--- config.mk ---
export PLATFORM = sky130hd
export DESIGN_NAME = latched_fault_interrupt_status
export DESIGN_NICKNAME = d
export VERILOG_FILES = /design/src/pkg/fault_status_pkg.sv /design/src/rtl/sticky_flag_bank.sv /design/src/rtl/latched_fault_interrupt_status.sv
export SDC_FILE = /design/constraint.sdc
export NUM_CORES = 1
export LEC_CHECK = 0
export BUFFER_PORTS_ARGS = -buffer_cell sky130_fd_sc_hd__buf_2
export CORE_MARGIN = 2
export CORE_UTILIZATION = 50
export DETAILED_ROUTE_END_ITERATION = 8
export PLACE_DENSITY = 0.78
export SYNTH_ARGS = -nofsm -noshare
export SYNTH_HDL_FRONTEND = slang
export SYNTH_SLANG_ARGS = --single-unit
--- constraint.sdc ---
create_clock -name core_clk_in -period 1.55 [get_ports core_clk_in]
set_input_delay 0 -clock core_clk_in [delete_from_list [all_inputs] [get_ports core_clk_in]]
set_output_delay 0 -clock core_clk_in [all_outputs]
set_load 0.1 [all_outputs]
--- src/pkg/fault_status_pkg.sv ---
// package: register map, reset values and event carrier for the latched fault status block
`default_nettype none
package fault_status_pkg;

   // register offsets on the control port
   localparam logic [7:0] ADDR_MASK_ZERO     = 8'h2F;
   localparam logic [7:0] ADDR_MASK_FOUR     = 8'h32;
   localparam logic [7:0] ADDR_LATCHED_ZERO  = 8'h34;
   localparam logic [7:0] ADDR_CH_SUMMARY    = 8'h35;
   localparam logic [7:0] ADDR_CH_ONE_FAULT  = 8'h38;
   localparam logic [7:0] ADDR_CH_TWO_FAULT  = 8'h39;
   localparam logic [7:0] ADDR_LATCHED_ONE   = 8'h3A;

   // field positions
   localparam int CLOCK_ERROR_BIT     = 7;
   localparam int PLL_LOCK_BIT        = 6;
   localparam int SUMMARY_CH_ONE_BIT  = 5;
   localparam int SUMMARY_CH_TWO_BIT  = 4;
   localparam int POS_SHORT_BIT       = 7;
   localparam int NEG_SHORT_BIT       = 6;
   localparam int POS_VGND_BIT        = 5;
   localparam int NEG_VGND_BIT        = 4;
   localparam int REG_SHORT_MASK_BIT  = 1;
   localparam int REG_SHORT_BIT       = 0;
   localparam int INSERT_BIT          = 3;
   localparam int REMOVE_BIT          = 2;
   localparam int HOOK_BIT            = 1;
   localparam int MASK_SHORT_BIT      = 5;
   localparam int MASK_VGND_BIT       = 4;

   // values after reset
   localparam logic [1:0] MASK_ZERO_RESET    = 2'h3;
   localparam logic [4:0] MASK_FOUR_RESET    = 5'h00;
   localparam logic       REG_MASK_RESET     = 1'b0;
   localparam logic [7:0] RDATA_RESET        = 8'h00;
   localparam logic [7:0] UNMAPPED_READ      = 8'h00;

   // one bit per hardware event, high in each cycle the event is present
   typedef struct packed {
      logic clock_error;
      logic pll_lock;
      logic ch_one_pos_short;
      logic ch_one_neg_short;
      logic ch_one_pos_vgnd;
      logic ch_one_neg_vgnd;
      logic ch_two_pos_short;
      logic ch_two_neg_short;
      logic ch_two_pos_vgnd;
      logic ch_two_neg_vgnd;
      logic regulator_short;
      logic headset_insert;
      logic headset_remove;
      logic hook_press;
   } fault_events_s;

endpackage
`default_nettype wire

--- src/rtl/sticky_flag_bank.sv ---
// module: bank of sticky flags that set on an event and clear when their register is read
`timescale 1ns/1ps
`default_nettype none
module sticky_flag_bank #(
   parameter int WIDTH = 4
) (
   input  wire logic             core_clk_in,
   input  wire logic             nrst_in,
   input  wire logic [WIDTH-1:0] set_in,
   input  wire logic             clear_in,
   output logic      [WIDTH-1:0] flags_out
);

   logic [WIDTH-1:0] flags_q;
   logic [WIDTH-1:0] flags_d;

   // a set arriving in the clearing cycle wins, so no event is lost
   always_comb begin
      flags_d = clear_in ? set_in : (flags_q | set_in);
   end

   always_ff @(posedge core_clk_in or negedge nrst_in) begin
      if (!nrst_in) begin
         flags_q <= '0;
      end else begin
         flags_q <= flags_d;
      end
   end

   assign flags_out = flags_q;

   a_set_wins_clear : assert property (@(posedge core_clk_in) disable iff (!nrst_in)
      (set_in != '0) |=> ((flags_q & $past(set_in)) == $past(set_in)))
      else $error("sticky flag missed an event");

endmodule // sticky_flag_bank
`default_nettype wire

--- src/rtl/latched_fault_interrupt_status.sv ---
// module: latched interrupt and output fault status registers with interrupt request
//
// Summary of operation
// - clock error latches into bit 7 of register 0x34, self-clearing.
// - pll lock event latches into bit 6 of register 0x34, self-clearing.
// - bit 5 of 0x35 reads 1 when any channel 1 fault occurred.
// - bit 4 of 0x35 reads 1 when any channel 2 output short or virtual ground fault occurred.
// - channel 1 positive output short latches into bit 7 of 0x38.
// - channel 1 negative output short latches into bit 6 of 0x38.
// - channel 1 driver virtual ground faults latch into bits 5 and 4.
// - channel 2 output shorts latch into bits 7 and 6 of 0x39.
// - channel 2 driver virtual ground faults latch into bits 5 and 4.
// - bit 1 of 0x39 is a writable regulator short mask, reset 0.
// - bit 0 of 0x39 latches an analog regulator short, self-clearing.
// - headset insertion latches into bit 3 of register 0x3A.
// - headset removal latches into bit 2 of register 0x3A.
// - headset hook button press latches into bit 1 of 0x3A.
// - clock error interrupt mask, 1 masks, resets masked.
// - headset insertion interrupt mask, 1 masks, resets to 0.
// - output short fault interrupt mask, 1 masks, resets to 0.
`timescale 1ns/1ps
`default_nettype none
module latched_fault_interrupt_status (
   input  wire logic                           core_clk_in,
   input  wire logic                           nrst_in,
   input  wire fault_status_pkg::fault_events_s events_in,
   input  wire logic [7:0]                     reg_addr_in,
   input  wire logic                           reg_wr_in,
   input  wire logic [7:0]                     reg_wdata_in,
   input  wire logic                           reg_rd_in,
   output logic      [7:0]                     reg_rdata_out,
   output logic                                irq_out
);

   // address match on the control port
   function automatic logic addr_hit(input logic [7:0] addr, input logic [7:0] offset);
      addr_hit = (addr == offset);
   endfunction

   // decoded strobes
   logic rd_lat0;
   logic rd_ch1;
   logic rd_ch2;
   logic rd_lat1;
   logic wr_mask0;
   logic wr_mask4;
   logic wr_ch2;

   // sticky flags and their set vectors
   logic [1:0] lat0_set;
   logic [1:0] lat0_flags;
   logic [3:0] ch1_set;
   logic [3:0] ch1_flags;
   logic [4:0] ch2_set;
   logic [4:0] ch2_flags;
   logic [2:0] lat1_set;
   logic [2:0] lat1_flags;

   // mask registers
   logic [1:0] mask_zero_q;
   logic [4:0] mask_four_q;
   logic       reg_mask_q;

   // assembled register images
   logic [7:0] lat0_image;
   logic [7:0] summary_image;
   logic [7:0] ch1_image;
   logic [7:0] ch2_image;
   logic [7:0] lat1_image;
   logic [7:0] mask0_image;
   logic [7:0] mask4_image;
   logic [7:0] rdata_d;
   logic [7:0] rdata_q;

   // read and write decode; a read of a latched register is also its clear
   assign rd_lat0  = reg_rd_in && addr_hit(reg_addr_in, fault_status_pkg::ADDR_LATCHED_ZERO);
   assign rd_ch1   = reg_rd_in && addr_hit(reg_addr_in, fault_status_pkg::ADDR_CH_ONE_FAULT);
   assign rd_ch2   = reg_rd_in && addr_hit(reg_addr_in, fault_status_pkg::ADDR_CH_TWO_FAULT);
   assign rd_lat1  = reg_rd_in && addr_hit(reg_addr_in, fault_status_pkg::ADDR_LATCHED_ONE);
   assign wr_mask0 = reg_wr_in && addr_hit(reg_addr_in, fault_status_pkg::ADDR_MASK_ZERO);
   assign wr_mask4 = reg_wr_in && addr_hit(reg_addr_in, fault_status_pkg::ADDR_MASK_FOUR);
   assign wr_ch2   = reg_wr_in && addr_hit(reg_addr_in, fault_status_pkg::ADDR_CH_TWO_FAULT);

   // event vectors, ordered high bit first as in each register
   assign lat0_set = {events_in.clock_error, events_in.pll_lock};
   assign ch1_set  = {events_in.ch_one_pos_short, events_in.ch_one_neg_short,
                      events_in.ch_one_pos_vgnd, events_in.ch_one_neg_vgnd};
   assign ch2_set  = {events_in.ch_two_pos_short, events_in.ch_two_neg_short,
                      events_in.ch_two_pos_vgnd, events_in.ch_two_neg_vgnd,
                      events_in.regulator_short};
   assign lat1_set = {events_in.headset_insert, events_in.headset_remove,
                      events_in.hook_press};

   // one bank per readable latched register, cleared by reading it
   sticky_flag_bank #(.WIDTH(2)) u_lat0 (
      .core_clk_in (core_clk_in),
      .nrst_in     (nrst_in),
      .set_in      (lat0_set),
      .clear_in    (rd_lat0),
      .flags_out   (lat0_flags)
   );

   sticky_flag_bank #(.WIDTH(4)) u_ch1 (
      .core_clk_in (core_clk_in),
      .nrst_in     (nrst_in),
      .set_in      (ch1_set),
      .clear_in    (rd_ch1),
      .flags_out   (ch1_flags)
   );

   sticky_flag_bank #(.WIDTH(5)) u_ch2 (
      .core_clk_in (core_clk_in),
      .nrst_in     (nrst_in),
      .set_in      (ch2_set),
      .clear_in    (rd_ch2),
      .flags_out   (ch2_flags)
   );

   sticky_flag_bank #(.WIDTH(3)) u_lat1 (
      .core_clk_in (core_clk_in),
      .nrst_in     (nrst_in),
      .set_in      (lat1_set),
      .clear_in    (rd_lat1),
      .flags_out   (lat1_flags)
   );

   // interrupt mask register zero; only the two defined bits are stored
   always_ff @(posedge core_clk_in or negedge nrst_in) begin
      if (!nrst_in) begin
         mask_zero_q <= fault_status_pkg::MASK_ZERO_RESET;
      end else if (wr_mask0) begin
         mask_zero_q <= reg_wdata_in[7:6];
      end
   end

   // interrupt mask register four, bits 5 down to 1
   always_ff @(posedge core_clk_in or negedge nrst_in) begin
      if (!nrst_in) begin
         mask_four_q <= fault_status_pkg::MASK_FOUR_RESET;
      end else if (wr_mask4) begin
         mask_four_q <= reg_wdata_in[5:1];
      end
   end

   // regulator short mask lives in the channel 2 register; other bits ignore writes
   always_ff @(posedge core_clk_in or negedge nrst_in) begin
      if (!nrst_in) begin
         reg_mask_q <= fault_status_pkg::REG_MASK_RESET;
      end else if (wr_ch2) begin
         reg_mask_q <= reg_wdata_in[fault_status_pkg::REG_SHORT_MASK_BIT];
      end
   end

   // register images; reserved bits are forced to zero
   always_comb begin
      lat0_image = 8'h00;
      lat0_image[fault_status_pkg::CLOCK_ERROR_BIT] = lat0_flags[1];
      lat0_image[fault_status_pkg::PLL_LOCK_BIT]    = lat0_flags[0];
      summary_image = 8'h00;
      summary_image[fault_status_pkg::SUMMARY_CH_ONE_BIT] = |ch1_flags;
      summary_image[fault_status_pkg::SUMMARY_CH_TWO_BIT] = |ch2_flags[4:1];
      ch1_image = {ch1_flags, 4'h0};
      ch2_image = {ch2_flags[4:1], 2'h0, reg_mask_q, ch2_flags[0]};
      lat1_image = {4'h0, lat1_flags, 1'b0};
      mask0_image = {mask_zero_q, 6'h00};
      mask4_image = {2'h0, mask_four_q, 1'b0};
   end

   // read multiplexer; unmapped offsets answer zero
   always_comb begin
      case (reg_addr_in)
         fault_status_pkg::ADDR_MASK_ZERO:    rdata_d = mask0_image;
         fault_status_pkg::ADDR_MASK_FOUR:    rdata_d = mask4_image;
         fault_status_pkg::ADDR_LATCHED_ZERO: rdata_d = lat0_image;
         fault_status_pkg::ADDR_CH_SUMMARY:   rdata_d = summary_image;
         fault_status_pkg::ADDR_CH_ONE_FAULT: rdata_d = ch1_image;
         fault_status_pkg::ADDR_CH_TWO_FAULT: rdata_d = ch2_image;
         fault_status_pkg::ADDR_LATCHED_ONE:  rdata_d = lat1_image;
         default:                             rdata_d = fault_status_pkg::UNMAPPED_READ;
      endcase
   end

   // read data is captured in the same edge that clears the flags, so the host
   // always sees the value from before the clear
   always_ff @(posedge core_clk_in or negedge nrst_in) begin
      if (!nrst_in) begin
         rdata_q <= fault_status_pkg::RDATA_RESET;
      end else if (reg_rd_in) begin
         rdata_q <= rdata_d;
      end
   end

   assign reg_rdata_out = rdata_q;

   // interrupt request from registered flags and masks, so no glitch reaches the pin;
   // the summary bits are not sources since they only repeat channel flags
   assign irq_out =
      (lat0_flags[1] && !mask_zero_q[1])
      || (lat0_flags[0] && !mask_zero_q[0])
      || ((ch1_flags[3] || ch1_flags[2] || ch2_flags[4] || ch2_flags[3])
          && !mask_four_q[fault_status_pkg::MASK_SHORT_BIT - 1])
      || ((ch1_flags[1] || ch1_flags[0] || ch2_flags[2] || ch2_flags[1])
          && !mask_four_q[fault_status_pkg::MASK_VGND_BIT - 1])
      || (lat1_flags[2] && !mask_four_q[fault_status_pkg::INSERT_BIT - 1])
      || (lat1_flags[1] && !mask_four_q[fault_status_pkg::REMOVE_BIT - 1])
      || (lat1_flags[0] && !mask_four_q[fault_status_pkg::HOOK_BIT - 1])
      || (ch2_flags[0] && !reg_mask_q);

   // checks on latching, read-back and interrupt behaviour
   a_clock_error_latch : assert property (@(posedge core_clk_in) disable iff (!nrst_in)
      events_in.clock_error |=> reg_rd_in && addr_hit(reg_addr_in,
         fault_status_pkg::ADDR_LATCHED_ZERO) |=> reg_rdata_out[7])
      else $error("clock error not read back as latched");

   a_pll_lock_latch : assert property (@(posedge core_clk_in) disable iff (!nrst_in)
      events_in.pll_lock |=> lat0_image[6])
      else $error("pll lock event not latched");

   a_summary_ch_one : assert property (@(posedge core_clk_in) disable iff (!nrst_in)
      (reg_rd_in && reg_addr_in == 8'h35 && ch1_image[7:4] != 4'h0) |=> reg_rdata_out[5])
      else $error("channel one summary missing");

   a_summary_ch_two : assert property (@(posedge core_clk_in) disable iff (!nrst_in)
      (reg_rd_in && reg_addr_in == 8'h35) |=>
         (reg_rdata_out[4] == ($past(ch2_image[7:4]) != 4'h0)))
      else $error("channel two summary wrong");

   a_ch_one_shorts : assert property (@(posedge core_clk_in) disable iff (!nrst_in)
      (events_in.ch_one_pos_short && events_in.ch_one_neg_short) |=> (ch1_image[7:6] == 2'h3))
      else $error("channel one short not latched");

   a_ch_one_vgnd : assert property (@(posedge core_clk_in) disable iff (!nrst_in)
      events_in.ch_one_neg_vgnd |=> ch1_image[4] [*1] ##1 (ch1_image[4] || $past(rd_ch1)))
      else $error("channel one virtual ground fault not held");

   a_ch_two_faults : assert property (@(posedge core_clk_in) disable iff (!nrst_in)
      (events_in.ch_two_pos_short || events_in.ch_two_pos_vgnd) |=> irq_out ||
         mask_four_q[4] || mask_four_q[3])
      else $error("channel two fault lost its request");

   a_reg_mask_write : assert property (@(posedge core_clk_in) disable iff (!nrst_in)
      (reg_wr_in && reg_addr_in == 8'h39) |=> (ch2_image[1] == $past(reg_wdata_in[1])))
      else $error("regulator mask write not stored");

   a_regulator_short : assert property (@(posedge core_clk_in) disable iff (!nrst_in)
      (events_in.regulator_short && !reg_mask_q && !wr_ch2) |=> irq_out)
      else $error("regulator short did not raise request");

   a_headset_events : assert property (@(posedge core_clk_in) disable iff (!nrst_in)
      (events_in.headset_insert && events_in.headset_remove && events_in.hook_press)
         |=> (lat1_image == 8'h0E))
      else $error("headset events not latched");

   a_reserved_zero : assert property (@(posedge core_clk_in) disable iff (!nrst_in)
      (reg_rd_in && reg_addr_in == 8'h3A) |=> (reg_rdata_out[7:4] == 4'h0 && !reg_rdata_out[0]))
      else $error("reserved bits read nonzero");

   a_clear_on_read : assert property (@(posedge core_clk_in) disable iff (!nrst_in)
      (rd_ch1 && ch1_set == 4'h0) |=> (ch1_image == 8'h00))
      else $error("read did not clear channel one flags");

   a_hold_until_read : assert property (@(posedge core_clk_in) disable iff (!nrst_in)
      (lat1_image[3] && !rd_lat1) |=> lat1_image[3])
      else $error("latched bit dropped without a read");

   a_masked_clock : assert property (@(posedge core_clk_in) disable iff (!nrst_in)
      (lat0_image == 8'h80 && mask_zero_q[1] && ch1_flags == 4'h0 && ch2_flags == 5'h00
         && lat1_flags == 3'h0) |-> !irq_out)
      else $error("masked clock error raised request");

   a_insert_unmasked : assert property (@(posedge core_clk_in) disable iff (!nrst_in)
      (lat1_image[3] && !mask4_image[3]) |-> irq_out)
      else $error("unmasked insertion gave no request");

   a_short_unmasked : assert property (@(posedge core_clk_in) disable iff (!nrst_in)
      (ch1_image[7] && !mask4_image[5]) |-> irq_out)
      else $error("unmasked short gave no request");

   // every request source on its own, since one stuck mask term hides behind the others
   a_clock_unmasked : assert property (@(posedge core_clk_in) disable iff (!nrst_in)
      (lat0_image[7] && !mask0_image[7]) |-> irq_out)
      else $error("unmasked clock error gave no request");

   a_pll_unmasked : assert property (@(posedge core_clk_in) disable iff (!nrst_in)
      (lat0_image[6] && !mask0_image[6]) |-> irq_out)
      else $error("unmasked pll lock gave no request");

   a_vgnd_unmasked : assert property (@(posedge core_clk_in) disable iff (!nrst_in)
      ((ch1_image[5:4] != 2'h0 || ch2_image[5:4] != 2'h0) && !mask4_image[4]) |-> irq_out)
      else $error("unmasked virtual ground fault gave no request");

   a_remove_unmasked : assert property (@(posedge core_clk_in) disable iff (!nrst_in)
      (lat1_image[2] && !mask4_image[2]) |-> irq_out)
      else $error("unmasked removal gave no request");

   a_hook_unmasked : assert property (@(posedge core_clk_in) disable iff (!nrst_in)
      (lat1_image[1] && !mask4_image[1]) |-> irq_out)
      else $error("unmasked hook press gave no request");

   a_reg_hold : assert property (@(posedge core_clk_in) disable iff (!nrst_in)
      (ch2_image[0] && !rd_ch2) |=> ch2_image[0])
      else $error("regulator short dropped without a read");

   a_irq_quiet : assert property (@(posedge core_clk_in) disable iff (!nrst_in)
      (lat0_flags == 2'h0 && ch1_flags == 4'h0 && ch2_flags == 5'h00 && lat1_flags == 3'h0)
         |-> !irq_out)
      else $error("request raised with no latched bit");

   // mask write-back; only the defined bits may take the written value
   a_mask_zero_write : assert property (@(posedge core_clk_in) disable iff (!nrst_in)
      wr_mask0 |=> (mask0_image == {$past(reg_wdata_in[7:6]), 6'h00}))
      else $error("mask zero write not stored");

   a_mask4_write : assert property (@(posedge core_clk_in) disable iff (!nrst_in)
      wr_mask4 |=> (mask4_image == ($past(reg_wdata_in) & 8'h3E)))
      else $error("mask four write not stored");

   a_write_ignored : assert property (@(posedge core_clk_in) disable iff (!nrst_in)
      (reg_wr_in && !reg_rd_in && reg_addr_in == fault_status_pkg::ADDR_CH_ONE_FAULT
         && ch1_set == 4'h0) |=> (ch1_image == $past(ch1_image)))
      else $error("write changed channel one flags");

   // the summary is only a view, so reading it must not clear the channel flags
   a_summary_kept : assert property (@(posedge core_clk_in) disable iff (!nrst_in)
      (reg_rd_in && reg_addr_in == fault_status_pkg::ADDR_CH_SUMMARY)
         |=> ((ch1_image & $past(ch1_image)) == $past(ch1_image)))
      else $error("summary read cleared channel one flags");

   a_rdata_holds : assert property (@(posedge core_clk_in) disable iff (!nrst_in)
      !reg_rd_in |=> $stable(reg_rdata_out))
      else $error("read data changed without a read");

   // reserved fields of every latched register read back as zero
   a_lat0_reserved : assert property (@(posedge core_clk_in) disable iff (!nrst_in)
      (reg_rd_in && reg_addr_in == fault_status_pkg::ADDR_LATCHED_ZERO)
         |=> (reg_rdata_out[5:0] == 6'h00))
      else $error("latched zero reserved bits nonzero");

   a_summary_reserved : assert property (@(posedge core_clk_in) disable iff (!nrst_in)
      (reg_rd_in && reg_addr_in == fault_status_pkg::ADDR_CH_SUMMARY)
         |=> (reg_rdata_out[7:6] == 2'h0 && reg_rdata_out[3:0] == 4'h0))
      else $error("summary reserved bits nonzero");

   a_ch1_reserved : assert property (@(posedge core_clk_in) disable iff (!nrst_in)
      (reg_rd_in && reg_addr_in == fault_status_pkg::ADDR_CH_ONE_FAULT)
         |=> (reg_rdata_out[3:0] == 4'h0))
      else $error("channel one reserved bits nonzero");

   a_ch2_reserved : assert property (@(posedge core_clk_in) disable iff (!nrst_in)
      (reg_rd_in && reg_addr_in == fault_status_pkg::ADDR_CH_TWO_FAULT)
         |=> (reg_rdata_out[3:2] == 2'h0))
      else $error("channel two reserved bits nonzero");

endmodule // latched_fault_interrupt_status
`default_nettype wire

==> flow_summary.json <==
{
  "status": "complete, but fails checks",
  "failed_checks": "setup timing",
  "async_flop_share_pct": 100.0,
  "clk_latency_ns": 0.34,
  "required_ns": 1.55,
  "critPathArrivalTime_ns": 1.76,
  "start_util_pct": 52.49,
  "drt_pass1_iterations": 4,
  "post_drt_wl_per_cell_microns": 16.22,
  "ir_drop_v": 0.0007464,
  "drive_above_1_share_pct": 38.89,
  "rsz0062_at_grt": "yes",
  "routed_via_density": 5.742,
  "track_usage_pct": 24.83,
  "clockBufferDepth": 2,
  "finalInstanceArea_sq_um": 2022,
  "setup_slack_ns": -0.2106,
  "slew_headroom_pct": 56.07,
  "die_x_microns": 57.58,
  "place_congestion": 0.9193,
  "skew_ns": 0.01136,
  "drt-total-wl_mm": 3.714,
  "ys_seq_elements": 30,
  "cts.sinks": 30,
  "drc": 0,
  "nFillCells": 176,
  "antenna-diode-count": 0,
  "p_per_area_nw_per_um2": 741.9,
  "ys_seq_area_share_pct": 52.48,
  "drv_slew": 0,
  "grt_max_degree": 31,
  "numCtsBuffers": 5,
  "fp.dieH_microns": 57.58,
  "via_count": 1315,
  "critical_path_class": "flop to output pin",
  "yosysUniqueCellTypes": 35,
  "ant_nets": 0,
  "postCtsSetupBuffers": 0,
  "synth_area_per_cell_sq_um": 11.76,
  "regArea_sq_um": 753.2,
  "fin_crit_sh_pct": 113.6,
  "drt_iter0_markers": 70,
  "path_clk_slew_ns": 0.10,
  "area_delta_synth_final_pct": 40.89,
  "layout_min_cycle_time_ns": 1.761,
  "grt_pass1_vias": 1359,
  "synth-main-ff-cell": "dfrtp_1",
  "synthTopCellsByArea": "dfrtp_1 (49%), a21o_1 (7.3%), mux2_2 (4.7%), dfstp_2 (3.7%), nor2b_1 (2.6%)",
  "syn_nets": 156,
  "syn_inst": 122,
  "finalNetCount": 231,
  "netlist.area_leader.share_pct": 48.82,
  "synth_top_cell_by_area": "dfrtp_1",
  "ioPinCount": 43,
  "row_count": 19,
  "multi_input_area_sq_um": 648.1,
  "start_kind": "flop",
  "yosys_warnings": 0,
  "die_area_sq_um": 3315,
  "worstMarginPinSlew_ns": 0.6589,
  "leakage_uw": 0.0009483,
  "synth_edf_count": 0,
  "worstHoldPathType": "primary input to flop",
  "layout.cells.non_filler": 229,
  "dpl_cell_area_sq_um": 1725,
  "grt_antenna_before_repair": 0,
  "cts_tree": "built",
  "hold_viol": 0,
  "timing.fmax_ghz": 0.5680,
  "max-cap-violations": 0,
  "portBuffers": 41,
  "syn_area_sq_um": 1435,
  "dp_hpwl_mm": 2.648,
  "core_sq_um": 2734,
  "overflow": 0,
  "critPathCaptureType": "output pin",
  "setup_viol": 1,
  "cp_max_fo": 2,
  "dp_slack_ns": -0.06283,
  "cts_root_buf": "clkbuf_4",
  "placedCellCount": 199,
  "htree_levels": 2,
  "grt_pass1_wl_mm": 6.210
}
## path summary, 6_finish.rpt
| path | from | endpoint | slack (ns) | cells past startpoint |
|---|---|---|---|---|
| max | mask_zero_q[1] | irq_out | -0.21 | 5 |
| min | reg_wr_in | mask_zero_q[1] | 0.04 | 3 |
| max reg2reg | u_ch2.flags_out[4] | reg_rdata_out[4] | 0.27 | 3 |
| min reg2reg | reg_rdata_out[3] | reg_rdata_out[3] | 0.50 | 1 |
| max in group asynchronous | nrst_in | u_ch1.flags_out[3] | 0.91 | 2 |
| min in group asynchronous | nrst_in | u_lat0.flags_out[1] | 0.22 | 2 |
## sequential cells by signal, summed over array words and instances, names as in the netlist
signal            cells
u_lat0.flags_out      2
u_ch2.flags_out       5
mask_zero_q           2
reg_rdata_out         8
reg_mask_q            1
u_ch1.flags_out       4
u_lat1.flags_out      3
mask_four_q           5
## Yosys cell counts (all sizes together) (2+ instances only)
| cell type | number |
|---|---|
| nand2 | 6 |
| mux2i | 3 |
| inv | 7 |
| dfrtp | 28 |
| buf | 3 |
| o21ai | 2 |
| nor4bb | 2 |
| nor2b | 6 |
| mux2 | 8 |
| o221ai | 2 |
| o2bb2ai | 3 |
| nand4 | 2 |
| nor2 | 4 |
| nor4 | 4 |
| a21o | 14 |
| dfstp | 2 |
| o22ai | 2 |
| a31oi | 2 |
| nand3 | 6 |
| and3 | 2 |
| a221o | 3 |
## worst max-delay path, cell delays in order (launching register included)
cell	delay, ns
dfstp_2	0.55
nor2b_1	0.05
a2111oi_2	0.35
buf_4	0.17
o221ai_2	0.09
buf_6	0.21
## cell usage in the layout, fill, tap and decap left out, types with 3 or more instances in the layout
cell           count
a21o_1            14
a221o_1            3
buf_2             40
buf_4              8
clkbuf_4           5
dfrtp_1           28
dlygate4sd3_1     22
inv_1              7
mux2_2             6
mux2i_1            3
nand2_1            5
nand3_1            6
nor2_1             4
nor2b_1            6
nor4_1             4
o2bb2ai_1          3
## metal layers
layer,GRT usage [%],up-vias,part of all wire (%)
li1,-,609,-
met1,32.84,628,41
met2,39.77,67,50
met3,7.029,11,6.8
met4,7.641,0,1.9
met5,0,-,0
## cell type report
class / count / area share (%)
Clock buffer: 6 / 2.537
Timing Repair Buffer: 71 / 24.32
Clock inverter: 2 / 0.6188
Sequential cell: 30 / 37.25
Multi-Input combinational cell: 82 / 32.05
Inverter: 7 / 1.300
Tap cell: 31 / 1.918
## stage by stage
stage	hold slack [ns]	power (uW)	setup TNS, ns	util (%)
finish	0.04319	1500	-0.2106	73.96
global route	0.04342	1564	-0.2666	73.96
CTS	0.04712	1502	-0.2214	73.96
detailed placement	0.06688	969.7	-0.06283	63.11
global placement	0.05248	961.9	-0.06183	63.11
floorplan	-0.2956	890.1	0	-
## where the power goes
group	leakage (uW)	internal, uW	switching, uW	total [uW]
registers	0.000338	796	10.3	807
clock network	0.0000343	218	282	500
logic	0.000576	100	93.2	193
## what timing repair did
action	CTS	global route
gates resized for setup	4	0
endpoints found under the setup margin	1	1
hold endpoints to repair	50	0
hold buffers	22	0
pin swaps	1	0
## cell families after synthesis
group	after synthesis	share of synthesized area, %
mux	11	8.893
compound gates	32	17.44
buf+inv	10	3.225
simple gates	39	17.96
flops	30	52.48
Note: power is estimated with default switching activity, not from simulation.
